## config.mk

```make
export PLATFORM = sky130hd
export DESIGN_NAME = hrpl_exec
export DESIGN_NICKNAME = d
export VERILOG_FILES = /design/src/logic/hrpl_pkg.sv /design/src/logic/hrpl_dec_if.sv /design/src/logic/hrpl_decode.sv /design/src/logic/hrpl_exec.sv
export VERILOG_INCLUDE_DIRS = /design/src /design/src/logic
export SDC_FILE = /design/constraint.sdc
export NUM_CORES = 1
export LEC_CHECK = 0
export BUFFER_PORTS_ARGS = -buffer_cell sky130_fd_sc_hd__buf_2
export CAP_MARGIN = 10
export CELL_PAD_IN_SITES_DETAIL_PLACEMENT = 1
export CELL_PAD_IN_SITES_GLOBAL_PLACEMENT = 2
export CORE_MARGIN = 2
export CORE_UTILIZATION = 33
export DETAILED_ROUTE_END_ITERATION = 10
export GPL_TIMING_DRIVEN = 0
export MAX_ROUTING_LAYER = met4
export PLACE_DENSITY = 0.89
export SETUP_SLACK_MARGIN = 0.05
export SYNTH_ARGS = -nofsm -noshare
export SYNTH_HDL_FRONTEND = slang
export SYNTH_SLANG_ARGS = --single-unit
```

## constraint.sdc

```tcl
create_clock -name ref_clk -period 11.25 [get_ports ref_clk]
set_input_delay 0.5625 -clock ref_clk [delete_from_list [all_inputs] [get_ports ref_clk]]
set_output_delay 0.5625 -clock ref_clk [all_outputs]
set_load 0.01 [all_outputs]
```

## src/logic/hrpl_params.svh

```systemverilog
// constants for the high-register / pc-relative load executor
// assumes 16-bit instruction words and a 32-bit datapath
// How it works
// - destination index is bits 2:0, source 5:3, bit 6 adds 8 to source, bit 7 to destination.
// - opcode 00 adds source to destination and writes the sum to the destination.
// - only compare (01) updates the flags, from destination minus source.
// - opcode 10 with a high flag set copies source to destination, flags kept.
// - add, compare or move with both high flags clear has no defined result.
// - branch-exchange jumps to the source value; its bit 0 picks 32-bit (0) or 16-bit (1) state.
// - branch-exchange with the destination high flag set has no defined result.
// - register 15 read as an operand gives instruction address plus 4 with bit 0 cleared.
// - the pc-relative load adds up to 255 words to the pc and loads that word into the destination.
// - the 8-bit offset field is scaled by four into a word-aligned 10-bit byte offset.
// - the load base is instruction address plus 4 with bit 1 cleared.
// - each instruction takes as many cycles as its 32-bit-state equivalent.
`ifndef HRPL_PARAMS_SVH
`define HRPL_PARAMS_SVH
`define HRPL_FMT5_TAG 6'h11
`define HRPL_FMT6_TAG 5'h09
`define HRPL_TAG5_HI 15
`define HRPL_TAG5_LO 10
`define HRPL_TAG6_LO 11
`define HRPL_OP_HI 9
`define HRPL_OP_LO 8
`define HRPL_DST_HFLAG 7
`define HRPL_SRC_HFLAG 6
`define HRPL_SRC_HI 5
`define HRPL_SRC_LO 3
`define HRPL_DST_HI 2
`define HRPL_DST_LO 0
`define HRPL_LDR_DST_HI 10
`define HRPL_LDR_DST_LO 8
`define HRPL_OFF_HI 7
`define HRPL_OP_ADD 2'h0
`define HRPL_OP_CMP 2'h1
`define HRPL_OP_MOV 2'h2
`define HRPL_OP_BX 2'h3
`define HRPL_PC_IDX 4'hf
`define HRPL_PC_AHEAD 32'h4
`define HRPL_CLR_BIT0 32'hffff_fffe
`define HRPL_CLR_BIT1 32'hffff_fffd
`define HRPL_FLAG_N 3
`define HRPL_FLAG_Z 2
`define HRPL_FLAG_C 1
`define HRPL_FLAG_V 0
`define HRPL_LONG_CYC 2'h3
`endif

```

## src/logic/hrpl_pkg.sv

```systemverilog
// types shared by the decoder and the executor
// no assumptions beyond a single clock domain
package hrpl_pkg;
	typedef enum logic [2:0] {
		KIND_NONE = 3'b000,
		KIND_ADD = 3'b001,
		KIND_CMP = 3'b010,
		KIND_MOV = 3'b011,
		KIND_BX = 3'b100,
		KIND_LDR = 3'b101
	} hrpl_kind_type;
	typedef enum logic [1:0] {
		ST_IDLE = 2'b00,
		ST_HOLD = 2'b01,
		ST_LOAD_REQ = 2'b10,
		ST_LOAD_FIN = 2'b11
	} hrpl_state_type;
endpackage : hrpl_pkg

```

## src/logic/hrpl_dec_if.sv

```systemverilog
// decoded instruction fields passed from decoder to executor
// both ends run on the core clock; fields are combinational
`timescale 1ns/1ps
interface hrpl_dec_if;
	logic [15:0] instr;
	hrpl_pkg::hrpl_kind_type kind;
	logic [3:0] dest_idx;
	logic [3:0] src_idx;
	logic [7:0] word_off;
	logic undef;
	logic long_op;
	modport dec (input instr, output kind, dest_idx, src_idx, word_off,
		undef, long_op);
	modport exec (output instr, input kind, dest_idx, src_idx, word_off,
		undef, long_op);
endinterface : hrpl_dec_if

```

## src/logic/hrpl_decode.sv

```systemverilog
// combinational decoder for the two instruction formats
// assumes the instruction word is stable while it is offered
`timescale 1ns/1ps
`include "hrpl_params.svh"
module hrpl_decode (
	hrpl_dec_if.dec bus
);
	logic fmt5;
	logic fmt6;
	logic [1:0] op;
	logic dst_high;
	logic src_high;

	// format match and field split
	assign fmt5 = bus.instr[`HRPL_TAG5_HI:`HRPL_TAG5_LO] == `HRPL_FMT5_TAG;
	assign fmt6 = bus.instr[`HRPL_TAG5_HI:`HRPL_TAG6_LO] == `HRPL_FMT6_TAG;
	assign op = bus.instr[`HRPL_OP_HI:`HRPL_OP_LO];
	assign dst_high = bus.instr[`HRPL_DST_HFLAG];
	assign src_high = bus.instr[`HRPL_SRC_HFLAG];
	assign bus.dest_idx = fmt6 ?
		{1'b0, bus.instr[`HRPL_LDR_DST_HI:`HRPL_LDR_DST_LO]} :
		{dst_high, bus.instr[`HRPL_DST_HI:`HRPL_DST_LO]};
	assign bus.src_idx = {src_high, bus.instr[`HRPL_SRC_HI:`HRPL_SRC_LO]};
	assign bus.word_off = bus.instr[`HRPL_OFF_HI:0];

	always_comb
	begin
		bus.kind = hrpl_pkg::KIND_NONE;
		if (fmt6)
			bus.kind = hrpl_pkg::KIND_LDR;
		else if (fmt5)
		begin
			case (op)
				`HRPL_OP_ADD: bus.kind = hrpl_pkg::KIND_ADD;
				`HRPL_OP_CMP: bus.kind = hrpl_pkg::KIND_CMP;
				`HRPL_OP_MOV: bus.kind = hrpl_pkg::KIND_MOV;
				default: bus.kind = hrpl_pkg::KIND_BX;
			endcase
		end
	end

	assign bus.undef = fmt5 && ((op != `HRPL_OP_BX && !dst_high && !src_high)
		|| (op == `HRPL_OP_BX && dst_high));
	// pc writes and branches refill the pipe: three cycles
	assign bus.long_op = (bus.kind == hrpl_pkg::KIND_BX) ||
		((bus.kind == hrpl_pkg::KIND_ADD || bus.kind == hrpl_pkg::KIND_MOV)
		&& bus.dest_idx == `HRPL_PC_IDX);
endmodule : hrpl_decode

```

## src/logic/hrpl_exec.sv

```systemverilog
// executor for high-register ops, branch-exchange and pc-relative load
// assumes register file reads are combinational on the same clock and
// that the pipeline forwards results; one instruction in flight at a time
`timescale 1ns/1ps
`include "hrpl_params.svh"
module hrpl_exec (
	input wire logic ref_clk,
	input wire logic rst,
	input wire logic instr_valid,
	output logic instr_ready,
	input wire logic [15:0] instr,
	input wire logic [31:0] instr_addr,
	output logic [3:0] rd_a_idx,
	input wire logic [31:0] rd_a_data,
	output logic [3:0] rd_b_idx,
	input wire logic [31:0] rd_b_data,
	output logic wr_en,
	output logic [3:0] wr_idx,
	output logic [31:0] wr_data,
	input wire logic [3:0] current_status_flags,
	output logic flags_we,
	output logic [3:0] flags_out,
	output logic branch_valid,
	output logic [31:0] branch_target,
	output logic branch_narrow,
	output logic mem_req,
	output logic [31:0] mem_addr,
	input wire logic mem_ack,
	input wire logic [31:0] mem_rdata,
	output logic undef_pulse,
	output logic done
);
	hrpl_dec_if dec_bus ();
	hrpl_pkg::hrpl_state_type state_q;
	hrpl_pkg::hrpl_kind_type kind_q;
	logic [1:0] cnt_q;
	logic accept;
	logic good;
	logic [31:0] pc_read;
	logic [31:0] a_val;
	logic [31:0] b_val;
	logic [31:0] sum;
	logic [32:0] diff;
	logic [31:0] ldr_base;
	logic [31:0] ldr_addr;
	logic [3:0] ldr_dst_q;
	logic [31:0] ld_data_q;
	logic wr_en_q;
	logic [3:0] wr_idx_q;
	logic [31:0] wr_data_q;
	logic flags_we_q;
	logic [3:0] flags_q;
	logic branch_valid_q;
	logic [31:0] branch_target_q;
	logic branch_narrow_q;
	logic mem_req_q;
	logic [31:0] mem_addr_q;
	logic undef_q;
	logic done_q;

	hrpl_decode u_dec (
		.bus(dec_bus)
	);

	// operand selection; reads go straight to the register file
	assign dec_bus.instr = instr;
	assign rd_a_idx = dec_bus.dest_idx;
	assign rd_b_idx = dec_bus.src_idx;
	// pc reads as address plus 4
	assign pc_read = (instr_addr + `HRPL_PC_AHEAD) & `HRPL_CLR_BIT0;
	assign a_val = (dec_bus.dest_idx == `HRPL_PC_IDX) ? pc_read : rd_a_data;
	assign b_val = (dec_bus.src_idx == `HRPL_PC_IDX) ? pc_read : rd_b_data;
	assign sum = a_val + b_val;
	assign diff = {1'b0, a_val} - {1'b0, b_val};
	assign ldr_base = (instr_addr + `HRPL_PC_AHEAD) & `HRPL_CLR_BIT1;
	assign ldr_addr = ldr_base + {22'h0, dec_bus.word_off, 2'b00};

	// handshake: only idle takes a new instruction
	assign instr_ready = state_q == hrpl_pkg::ST_IDLE;
	assign accept = instr_valid && instr_ready;
	assign good = accept && dec_bus.kind != hrpl_pkg::KIND_NONE &&
		!dec_bus.undef;

	always_ff @(posedge ref_clk)
	begin
		if (rst)
		begin
			state_q <= hrpl_pkg::ST_IDLE;
			cnt_q <= 2'h0;
		end
		else
		begin
			case (state_q)
				hrpl_pkg::ST_IDLE:
				begin
					if (good && dec_bus.kind == hrpl_pkg::KIND_LDR)
						state_q <= hrpl_pkg::ST_LOAD_REQ;
					else if (good && dec_bus.long_op)
					begin
						state_q <= hrpl_pkg::ST_HOLD;
						cnt_q <= `HRPL_LONG_CYC - 2'h2;
					end
				end
				hrpl_pkg::ST_HOLD:
				begin
					if (cnt_q == 2'h0)
						state_q <= hrpl_pkg::ST_IDLE;
					else
						cnt_q <= cnt_q - 2'h1;
				end
				hrpl_pkg::ST_LOAD_REQ:
				begin
					// wait as long as memory needs
					if (mem_ack)
						state_q <= hrpl_pkg::ST_LOAD_FIN;
				end
				hrpl_pkg::ST_LOAD_FIN: state_q <= hrpl_pkg::ST_IDLE;
				default: state_q <= hrpl_pkg::ST_IDLE;
			endcase
		end
	end

	// completion pulse; undefined codes also complete in one cycle
	always_ff @(posedge ref_clk)
	begin
		if (rst)
			done_q <= 1'b0;
		else
			done_q <= (accept && dec_bus.kind != hrpl_pkg::KIND_NONE &&
				!(good && (dec_bus.long_op ||
				dec_bus.kind == hrpl_pkg::KIND_LDR))) ||
				(state_q == hrpl_pkg::ST_HOLD && cnt_q == 2'h0) ||
				state_q == hrpl_pkg::ST_LOAD_FIN;
	end

	// undefined codes do nothing but flag
	// undefined branch flagged the same way
	always_ff @(posedge ref_clk)
	begin
		if (rst)
			undef_q <= 1'b0;
		else
			undef_q <= accept && dec_bus.undef;
	end

	// kind of the last accepted instruction, for checking
	always_ff @(posedge ref_clk)
	begin
		if (rst)
			kind_q <= hrpl_pkg::KIND_NONE;
		else if (accept)
			kind_q <= dec_bus.kind;
	end

	always_ff @(posedge ref_clk)
	begin
		if (rst)
		begin
			wr_en_q <= 1'b0;
			wr_idx_q <= 4'h0;
			wr_data_q <= 32'h0;
		end
		else if (good && dec_bus.kind == hrpl_pkg::KIND_ADD)
		begin
			wr_en_q <= 1'b1;
			wr_idx_q <= dec_bus.dest_idx;
			wr_data_q <= sum;
		end
		else if (good && dec_bus.kind == hrpl_pkg::KIND_MOV)
		begin
			wr_en_q <= 1'b1;
			wr_idx_q <= dec_bus.dest_idx;
			wr_data_q <= b_val;
		end
		else if (state_q == hrpl_pkg::ST_LOAD_FIN)
		begin
			wr_en_q <= 1'b1;
			wr_idx_q <= ldr_dst_q;
			wr_data_q <= ld_data_q;
		end
		else
			wr_en_q <= 1'b0;
	end

	always_ff @(posedge ref_clk)
	begin
		if (rst)
		begin
			flags_we_q <= 1'b0;
			flags_q <= 4'h0;
		end
		else
		begin
			flags_we_q <= good && dec_bus.kind == hrpl_pkg::KIND_CMP;
			if (good && dec_bus.kind == hrpl_pkg::KIND_CMP)
			begin
				flags_q <= current_status_flags;
				flags_q[`HRPL_FLAG_N] <= diff[31];
				flags_q[`HRPL_FLAG_Z] <= diff[31:0] == 32'h0;
				flags_q[`HRPL_FLAG_C] <= !diff[32]; // carry = no borrow
				flags_q[`HRPL_FLAG_V] <= (a_val[31] != b_val[31]) &&
					(diff[31] != a_val[31]);
			end
		end
	end

	// branch target and state from bit 0
	always_ff @(posedge ref_clk)
	begin
		if (rst)
		begin
			branch_valid_q <= 1'b0;
			branch_target_q <= 32'h0;
			branch_narrow_q <= 1'b0;
		end
		else
		begin
			branch_valid_q <= good && dec_bus.kind == hrpl_pkg::KIND_BX;
			if (good && dec_bus.kind == hrpl_pkg::KIND_BX)
			begin
				branch_target_q <= b_val & `HRPL_CLR_BIT0;
				branch_narrow_q <= b_val[0];
			end
		end
	end

	// load request held until memory acknowledges
	always_ff @(posedge ref_clk)
	begin
		if (rst)
		begin
			mem_req_q <= 1'b0;
			mem_addr_q <= 32'h0;
			ldr_dst_q <= 4'h0;
			ld_data_q <= 32'h0;
		end
		else if (good && dec_bus.kind == hrpl_pkg::KIND_LDR)
		begin
			mem_req_q <= 1'b1;
			mem_addr_q <= ldr_addr;
			ldr_dst_q <= dec_bus.dest_idx;
		end
		else if (state_q == hrpl_pkg::ST_LOAD_REQ && mem_ack)
		begin
			mem_req_q <= 1'b0;
			ld_data_q <= mem_rdata;
		end
	end

	assign wr_en = wr_en_q;
	assign wr_idx = wr_idx_q;
	assign wr_data = wr_data_q;
	assign flags_we = flags_we_q;
	assign flags_out = flags_q;
	assign branch_valid = branch_valid_q;
	assign branch_target = branch_target_q;
	assign branch_narrow = branch_narrow_q;
	assign mem_req = mem_req_q;
	assign mem_addr = mem_addr_q;
	assign undef_pulse = undef_q;
	assign done = done_q;
endmodule : hrpl_exec

```

==> results by group, run 1 <==
Yosys
  • FFs w/ async S/R, synth: 0%
  • Syn Area/Cell: 7.032 sq um
  • Main synth FF type: dfxtp_1
  • Synth area leader: dfxtp_1
  • Synth top area cells: dfxtp_1 (25%), nand2_1 (9.3%), a21oi_1 (9.0%)
  • Post-synthesis cell count: 1677
  • Synth unique cells: 86
  • Number of flops mapped to enable cells by yosys: 0
  • Post-synthesis sequential area ratio: 25.29%
  • Synthesis Warnings: 0
  • Top cell type's share of synthesized area: 25.29%
  • Post-Syn Area: 0.01179 sq mm
  • Flops & latches, synth: 149

Timing
  • Fin crit period: 7.330 ns
  • Slew HR: 23.35%
  • Final worst-path cycle share: 65.16%
  • Clk_skew: 0.01278 ns
  • Hold slack: 0.3495 ns
  • Max Slew Vio Count: 0
  • Tightest Pin Transition: 1.138 ns
  • RSZ-0062 raised after global routing: no
  • Final Hold Violating Endpoints: 0
  • Setup-failing EPs final: 0
  • Max Freq: 136.4 MHz
  • Fin Setup TNS: 0 ns

Global routing
  • Vias in the first global route: 13656
  • First-pass GRT wire length: 84530 microns
  • Total gr overflow: 0
  • Overall Global Routing Usage: 31.84%
  • Initial antenna violation count: 7
  • Largest net degree at the start of global routing: 17

Clock tree
  • H-tree levels: 4
  • CTS tree: built
  • TritonCTS buffer count: 17
  • Post-CTS Setup Inserts: 0
  • Clk slew on worst S/H paths: 0.06 ns
  • # resized after CTS: 0
  • Worst skew pair latency: 0.47 ns
  • CTS root buf: clkbuf_16
  • Clock sinks: 149
  • Clk buf depth: 2
  • CTS hold repair buffers: 0

Pwr
  • P per Cell Area: 113.4 mW/mm^2
  • Clock power share: 37.6%
  • Internal cell power: 1040 uW
  • Sw Ratio: 35.87%
  • Reg power frac: 32.6%
  • Sw power: 581.7 uW
  • Tot Pwr: 1622 uW
  • Leakage: 0.005951 uW
  • Comb pwr share: 29.8%
  • Max rail drop VDD: 0.1227 mV

Floorplan
  • IO Pins: 272
  • Die area: 0.03726 sq mm
  • Die width: 193.0 microns
  • # rows: 69
  • Initial Util: 33.32%
  • Die H: 193.0 microns
  • Core ar.: 0.03540 sq mm

Critical path
  • FF-to-FF End: flags_out[2]
  • CP Capture Type: flip-flop
  • CP required: 11.62 ns
  • Crit path DAT: 7.70 ns
  • Startpoint types: input port
  • Reg2reg path depth: 10
  • R2R setup slack: 7.87 ns
  • Worst setup startpoint: instr[12]
  • Max stage delay on crit path: 0.74 ns
  • Slowest CP cell: clkbuf_1
  • CP Capture Point: flags_out[2]
  • R2r startpoint: state_q[0]
  • CP Cell Sequence: buf_2 -> nor4b_1 -> nand2_1 -> nor2_1 -> a21oi_1 -> nor2_1 -> clkbuf_1 -> clkbuf_1 -> a21oi_1 -> ha_1 -> clkbuf_1 -> inv_1 -> a211oi_1 -> a21oi_1 -> o21a_1 -> o21ai_0 -> xnor2_1 -> a31oi_1 -> nand4b_1 -> or4_1 -> o31ai_1
  • WS Path Type: in -> reg
  • CP max FO: 10

Finish
  • Area Overhead vs Synth: 21.25%
  • Commonest non-fill, non-tap cell in the layout: nand2_1
  • Layout Nets: 2188
  • Most frequent cells in the layout: nand2_1 (292), buf_2 (268), a21oi_1 (213), nor2_1 (174), dfxtp_1 (149)
  • Layout fillers: 4602
  • Layout cell share with drive strength beyond 1: 16.85%

Placement
  • Final RePlAce weighted congestion: 1.002
  • # port buffers: 260
  • HPWL after detailed placement: 47810 microns

Route
  • Via count: 13729
  • Post-route ant nets: 0
  • DRC viols: 0
  • First-iteration detailed-routing DRC count: 987
  • Drt total wl: 58040 microns
  • Post-DR vias/cell: 5.631
  • Initial DRT Pass Iterations: 5
  • Drt wl/cell: 23.80 microns

Job
  • Max-cap violations: 0

Worst hold path
  • Hold Crit Depth: 3
  • Hold Path Class: in -> reg

Status
  • Outcome: completed
## cells in the mapped netlist (17+ instances only)
library cell,count
inv_1,82
or3_1,17
a21o_1,18
a311oi_1,22
a211oi_1,35
clkbuf_1,92
nand3_1,25
nor4_1,23
nand2b_1,20
nor3_1,35
xor2_1,30
nor2_1,174
dfxtp_1,149
ha_1,76
o21ai_0,70
nand2_1,292
xnor2_1,53
a21oi_1,213
## sequential cells by signal, summed over array words and instances, names as in the netlist
register	count
flags_out	4
state_q	2
flags_we	1
branch_target	31
ldr_dst_q	4
ld_data_q	32
cnt_q	2
wr_data	32
wr_en	1
done	1
mem_addr	31
branch_valid	1
branch_narrow	1
mem_req	1
undef_pulse	1
wr_idx	4
## critical path, delay by kind of cell
kind | cells | cell delay [ns]
AOI/OAI and AO/OA | 8 | 2.06
xor gates and xnor gates | 1 | 0.11
adders and majority gates | 1 | 0.36
buffers and inverters | 5 | 2.19
and+or+nand+nor | 6 | 2.40
## through the flow
| step | utilization, % | cell area [sq um] | setup slack, ns | std cells |
|---|---|---|---|---|
| 3_5_place_dp | 38.63 | 13670 | 3.674 | 2399 |
| 6_report | 40.40 | 14300 | 3.920 | 2438 |
| 3_3_place_gp | 38.63 | 13670 | 3.718 | 2399 |
| 4_1_cts | 40.35 | 14280 | 4.119 | 2431 |
| 5_1_grt | 40.39 | 14300 | 3.595 | 2437 |
| 2_1_floorplan | - | 11800 | 6.196 | 1678 |
## worst min path at each step
stage                     to           from  slack [ns]
3_5_place_dp    mem_addr[18]   mem_addr[18]        0.45
5_1_grt        ld_data_q[17]  mem_rdata[17]        0.35
3_3_place_gp     mem_addr[7]    mem_addr[7]        0.44
4_1_cts        ld_data_q[20]  mem_rdata[20]        0.34
6_report       ld_data_q[20]  mem_rdata[20]        0.35
2_1_floorplan   ldr_dst_q[3]   ldr_dst_q[3]        0.43
## logic make-up (layout without fill, tap and decap cells)
group / after synthesis / after routing / share of synthesized area, %
and+or+nand+nor: 676 / 676 / 26.62
AOI/OAI and AO/OA: 483 / 483 / 25.69
buffers and inverters: 193 / 485 / 6.483
DFF: 149 / 149 / 25.29
xor gates and xnor gates: 83 / 83 / 6.164
adders and majority gates: 79 / 79 / 8.573
muxes: 13 / 13 / 1.146
other: 1 / 9 / 0.03180
## layout make-up
class,instances,area [sq um],share of cell area (%)
multi-input cells,1336,8049,56.29
flip-flops and latches,149,2983,20.86
repair buffers,260,1301,9.100
well taps,461,576.8,4.034
plain buffers,110,452.9,3.168
clock buffers,18,429.2,3.001
inverters,83,311.5,2.179
clock inverters,14,177.7,1.243
diodes,7,17.52,0.1225
## power groups by stage
stage / Combinational (uW) / Sequential [uW] / Clock [uW]
2_1_floorplan: 300 / 541 / 0
4_1_cts: 472 / 529 / 615
3_5_place_dp: 469 / 541 / 0
3_3_place_gp: 462 / 541 / 0
6_report: 483 / 529 / 610
5_1_grt: 522 / 529 / 642
## per-layer routing
| metal | global-route usage [%] | share of wire, % |
|---|---|---|
| met5 | - | 0 |
| met4 | 13.00 | 3.8 |
| met3 | 5.919 | 7.4 |
| met2 | 49.28 | 44 |
| met1 | 40.87 | 45 |
Note: power is estimated with default switching activity, not from simulation.
==> run 2: changes to the inputs <==
CORE_UTILIZATION = 30   (was 33)
PLACE_DENSITY = 0.82   (was 0.89)
clock period = 7.2 ns   (was 11.25 ns; I/O delays follow)
==> results by group, run 2 (same netlist as run 1, synthesis figures left out) <==
Timing
  • RSZ-0062 raised after global routing: no
  • Final worst-path cycle share: 93.61%
  • Slew HR: 16.79%
  • Setup-failing EPs final: 0
  • Fin crit period: 6.740 ns
  • Max Slew Vio Count: 0
  • Clk_skew: 0.02387 ns
  • Final Hold Violating Endpoints: 0
  • Hold slack: 0.1411 ns
  • Tightest Pin Transition: 1.235 ns
  • Max Freq: 148.4 MHz

Floorplan
  • # rows: 72
  • Die width: 202.3 microns
  • Die H: 202.3 microns
  • Initial Util: 30.44%
  • Die area: 0.04091 sq mm
  • IO Pins: 272
  • Core ar.: 0.03874 sq mm

Critical path
  • R2R setup slack: 3.83 ns
  • R2r startpoint: state_q[0]
  • Slowest CP cell: nor4b_1
  • CP max FO: 10
  • WS Path Type: in -> reg
  • Startpoint types: input port
  • Crit path max-delay family: simple AND/OR/NAND/NOR gates
  • Max stage delay on crit path: 0.60 ns
  • CP Capture Type: flip-flop
  • CP required: 7.57 ns
  • Most used cell, CP: nor2_1
  • Worst setup startpoint: instr[12]
  • Crit path DAT: 7.11 ns
  • Levels on crit path: 21
  • WP buf/inv: 4
  • CP Capture Point: flags_out[2]
  • CP Cell Sequence: buf_2 -> nor4b_1 -> nand2_1 -> nor2_1 -> a21oi_1 -> nor2_1 -> clkbuf_2 -> clkbuf_2 -> a21oi_1 -> ha_1 -> clkbuf_1 -> o211a_1 -> o21ai_0 -> a211oi_1 -> nor2_1 -> o32ai_1 -> a31oi_1 -> nor4_1 -> nand4b_1 -> or4_1 -> o31ai_1
  • Reg2reg path depth: 10
  • FF-to-FF End: flags_out[2]

Clock tree
  • CTS root buf: clkbuf_16
  • Clock sinks: 149
  • CTS hold repair buffers: 0
  • TritonCTS buffer count: 17
  • Worst skew pair latency: 0.47 ns
  • H-tree levels: 4
  • Clk slew on worst S/H paths: 0.07 ns
  • CTS tree: built
  • Clk buf depth: 2

Global routing
  • Overall Global Routing Usage: 29.97%
  • First-pass GRT wire length: 88890 microns
  • Vias in the first global route: 13957
  • Total gr overflow: 0
  • Initial antenna violation count: 7
  • Largest net degree at the start of global routing: 17

Placement
  • Post-Place Cells: 2456
  • # port buffers: 260
  • HPWL after detailed placement: 50190 microns
  • Final RePlAce weighted congestion: 0.9340

Finish
  • Layout Nets: 2188
  • Layout Cells excl Fill: 2494
  • Reg area: 0.002983 sq mm
  • Layout fillers: 5030
  • Area Overhead vs Synth: 21.63%
  • Multi-input logic area: 0.008049 sq mm
  • Commonest non-fill, non-tap cell in the layout: nand2_1
  • Most frequent cells in the layout: nand2_1 (292), buf_2 (268), a21oi_1 (213), nor2_1 (174), dfxtp_1 (149)
  • Layout cell share with drive strength beyond 1: 17.06%

Pwr
  • Leakage: 0.005957 uW
  • Max rail drop VDD: 0.1482 mV
  • P per Cell Area: 175.1 mW/mm^2

Route
  • Post-route ant nets: 0
  • Via count: 13841
  • Initial DRT Pass Iterations: 5
  • Post-DR vias/cell: 5.550
  • Drt wl/cell: 24.38 microns
  • DRC viols: 0
  • Drt total wl: 60790 microns
  • First-iteration detailed-routing DRC count: 1010

Status
  • Outcome: completed

Worst hold path
  • Hold Path Class: in -> reg

Job
  • Max-cap violations: 0
-- run 2: what timing repair did --
item	in CTS	in global routing
setup endpoints to repair	0	1
resized for setup	0	8
buffers inserted	0	0
-- run 2: layout make-up --
cell class / instances / share of cell area, %
antenna: 6 / 0.1047
buffer: 110 / 3.193
clock buffer: 20 / 3.184
clock inverter: 12 / 0.8461
inverter: 83 / 2.172
multi-input combinational: 1336 / 56.11
sequential: 149 / 20.80
tap: 518 / 4.518
timing repair buffer: 260 / 9.072
-- run 2: tightest hold or removal path: stages --
cell and delay [ns]:
buf_2 0.09, nand2_1 0.05, a21oi_1 0.05
-- run 2: per-stage QoR --
| step | util (%) | worst slack [ns] | TNS [ns] | area [sq um] | power (uW) |
|---|---|---|---|---|---|
| floorplan | - | 2.349 | 0 | 11800 | 1314 |
| global placement | 35.48 | -0.2690 | -0.2690 | 13750 | 1586 |
| detailed placement | 35.48 | -0.2591 | -0.2591 | 13750 | 1595 |
| CTS | 36.98 | 0.2130 | 0 | 14320 | 2503 |
| global route | 37.03 | 0.09253 | 0 | 14340 | 2607 |
| finish | 37.03 | 0.4599 | 0 | 14340 | 2511 |
-- run 2: how the worst min path moves through the flow --
| stage | slack, ns | depth (start not counted) | end | from |
|---|---|---|---|---|
| floorplan | 0.43 | 1 | ldr_dst_q[3] | ldr_dst_q[3] |
| global route | 0.15 | 3 | ld_data_q[19] | mem_rdata[19] |
| CTS | 0.13 | 3 | ld_data_q[3] | mem_rdata[3] |
| detailed placement | 0.45 | 2 | mem_addr[5] | mem_addr[5] |
| finish | 0.14 | 3 | ld_data_q[3] | mem_rdata[3] |
| global placement | 0.44 | 2 | mem_addr[18] | mem_addr[18] |
-- run 2: metal layers --
layer | part of all wire (%) | GRT usage [%]
met4 | 3.9 | 12.43
met2 | 44 | 45.44
met3 | 6.0 | 4.998
met1 | 46 | 39.43
met5 | 0 | -
-- run 2: power breakdown --
group	switching (uW)	total (uW)	internal, uW
combinational	517	769	252
sequential	1.13	826	825
clock	415	915	500
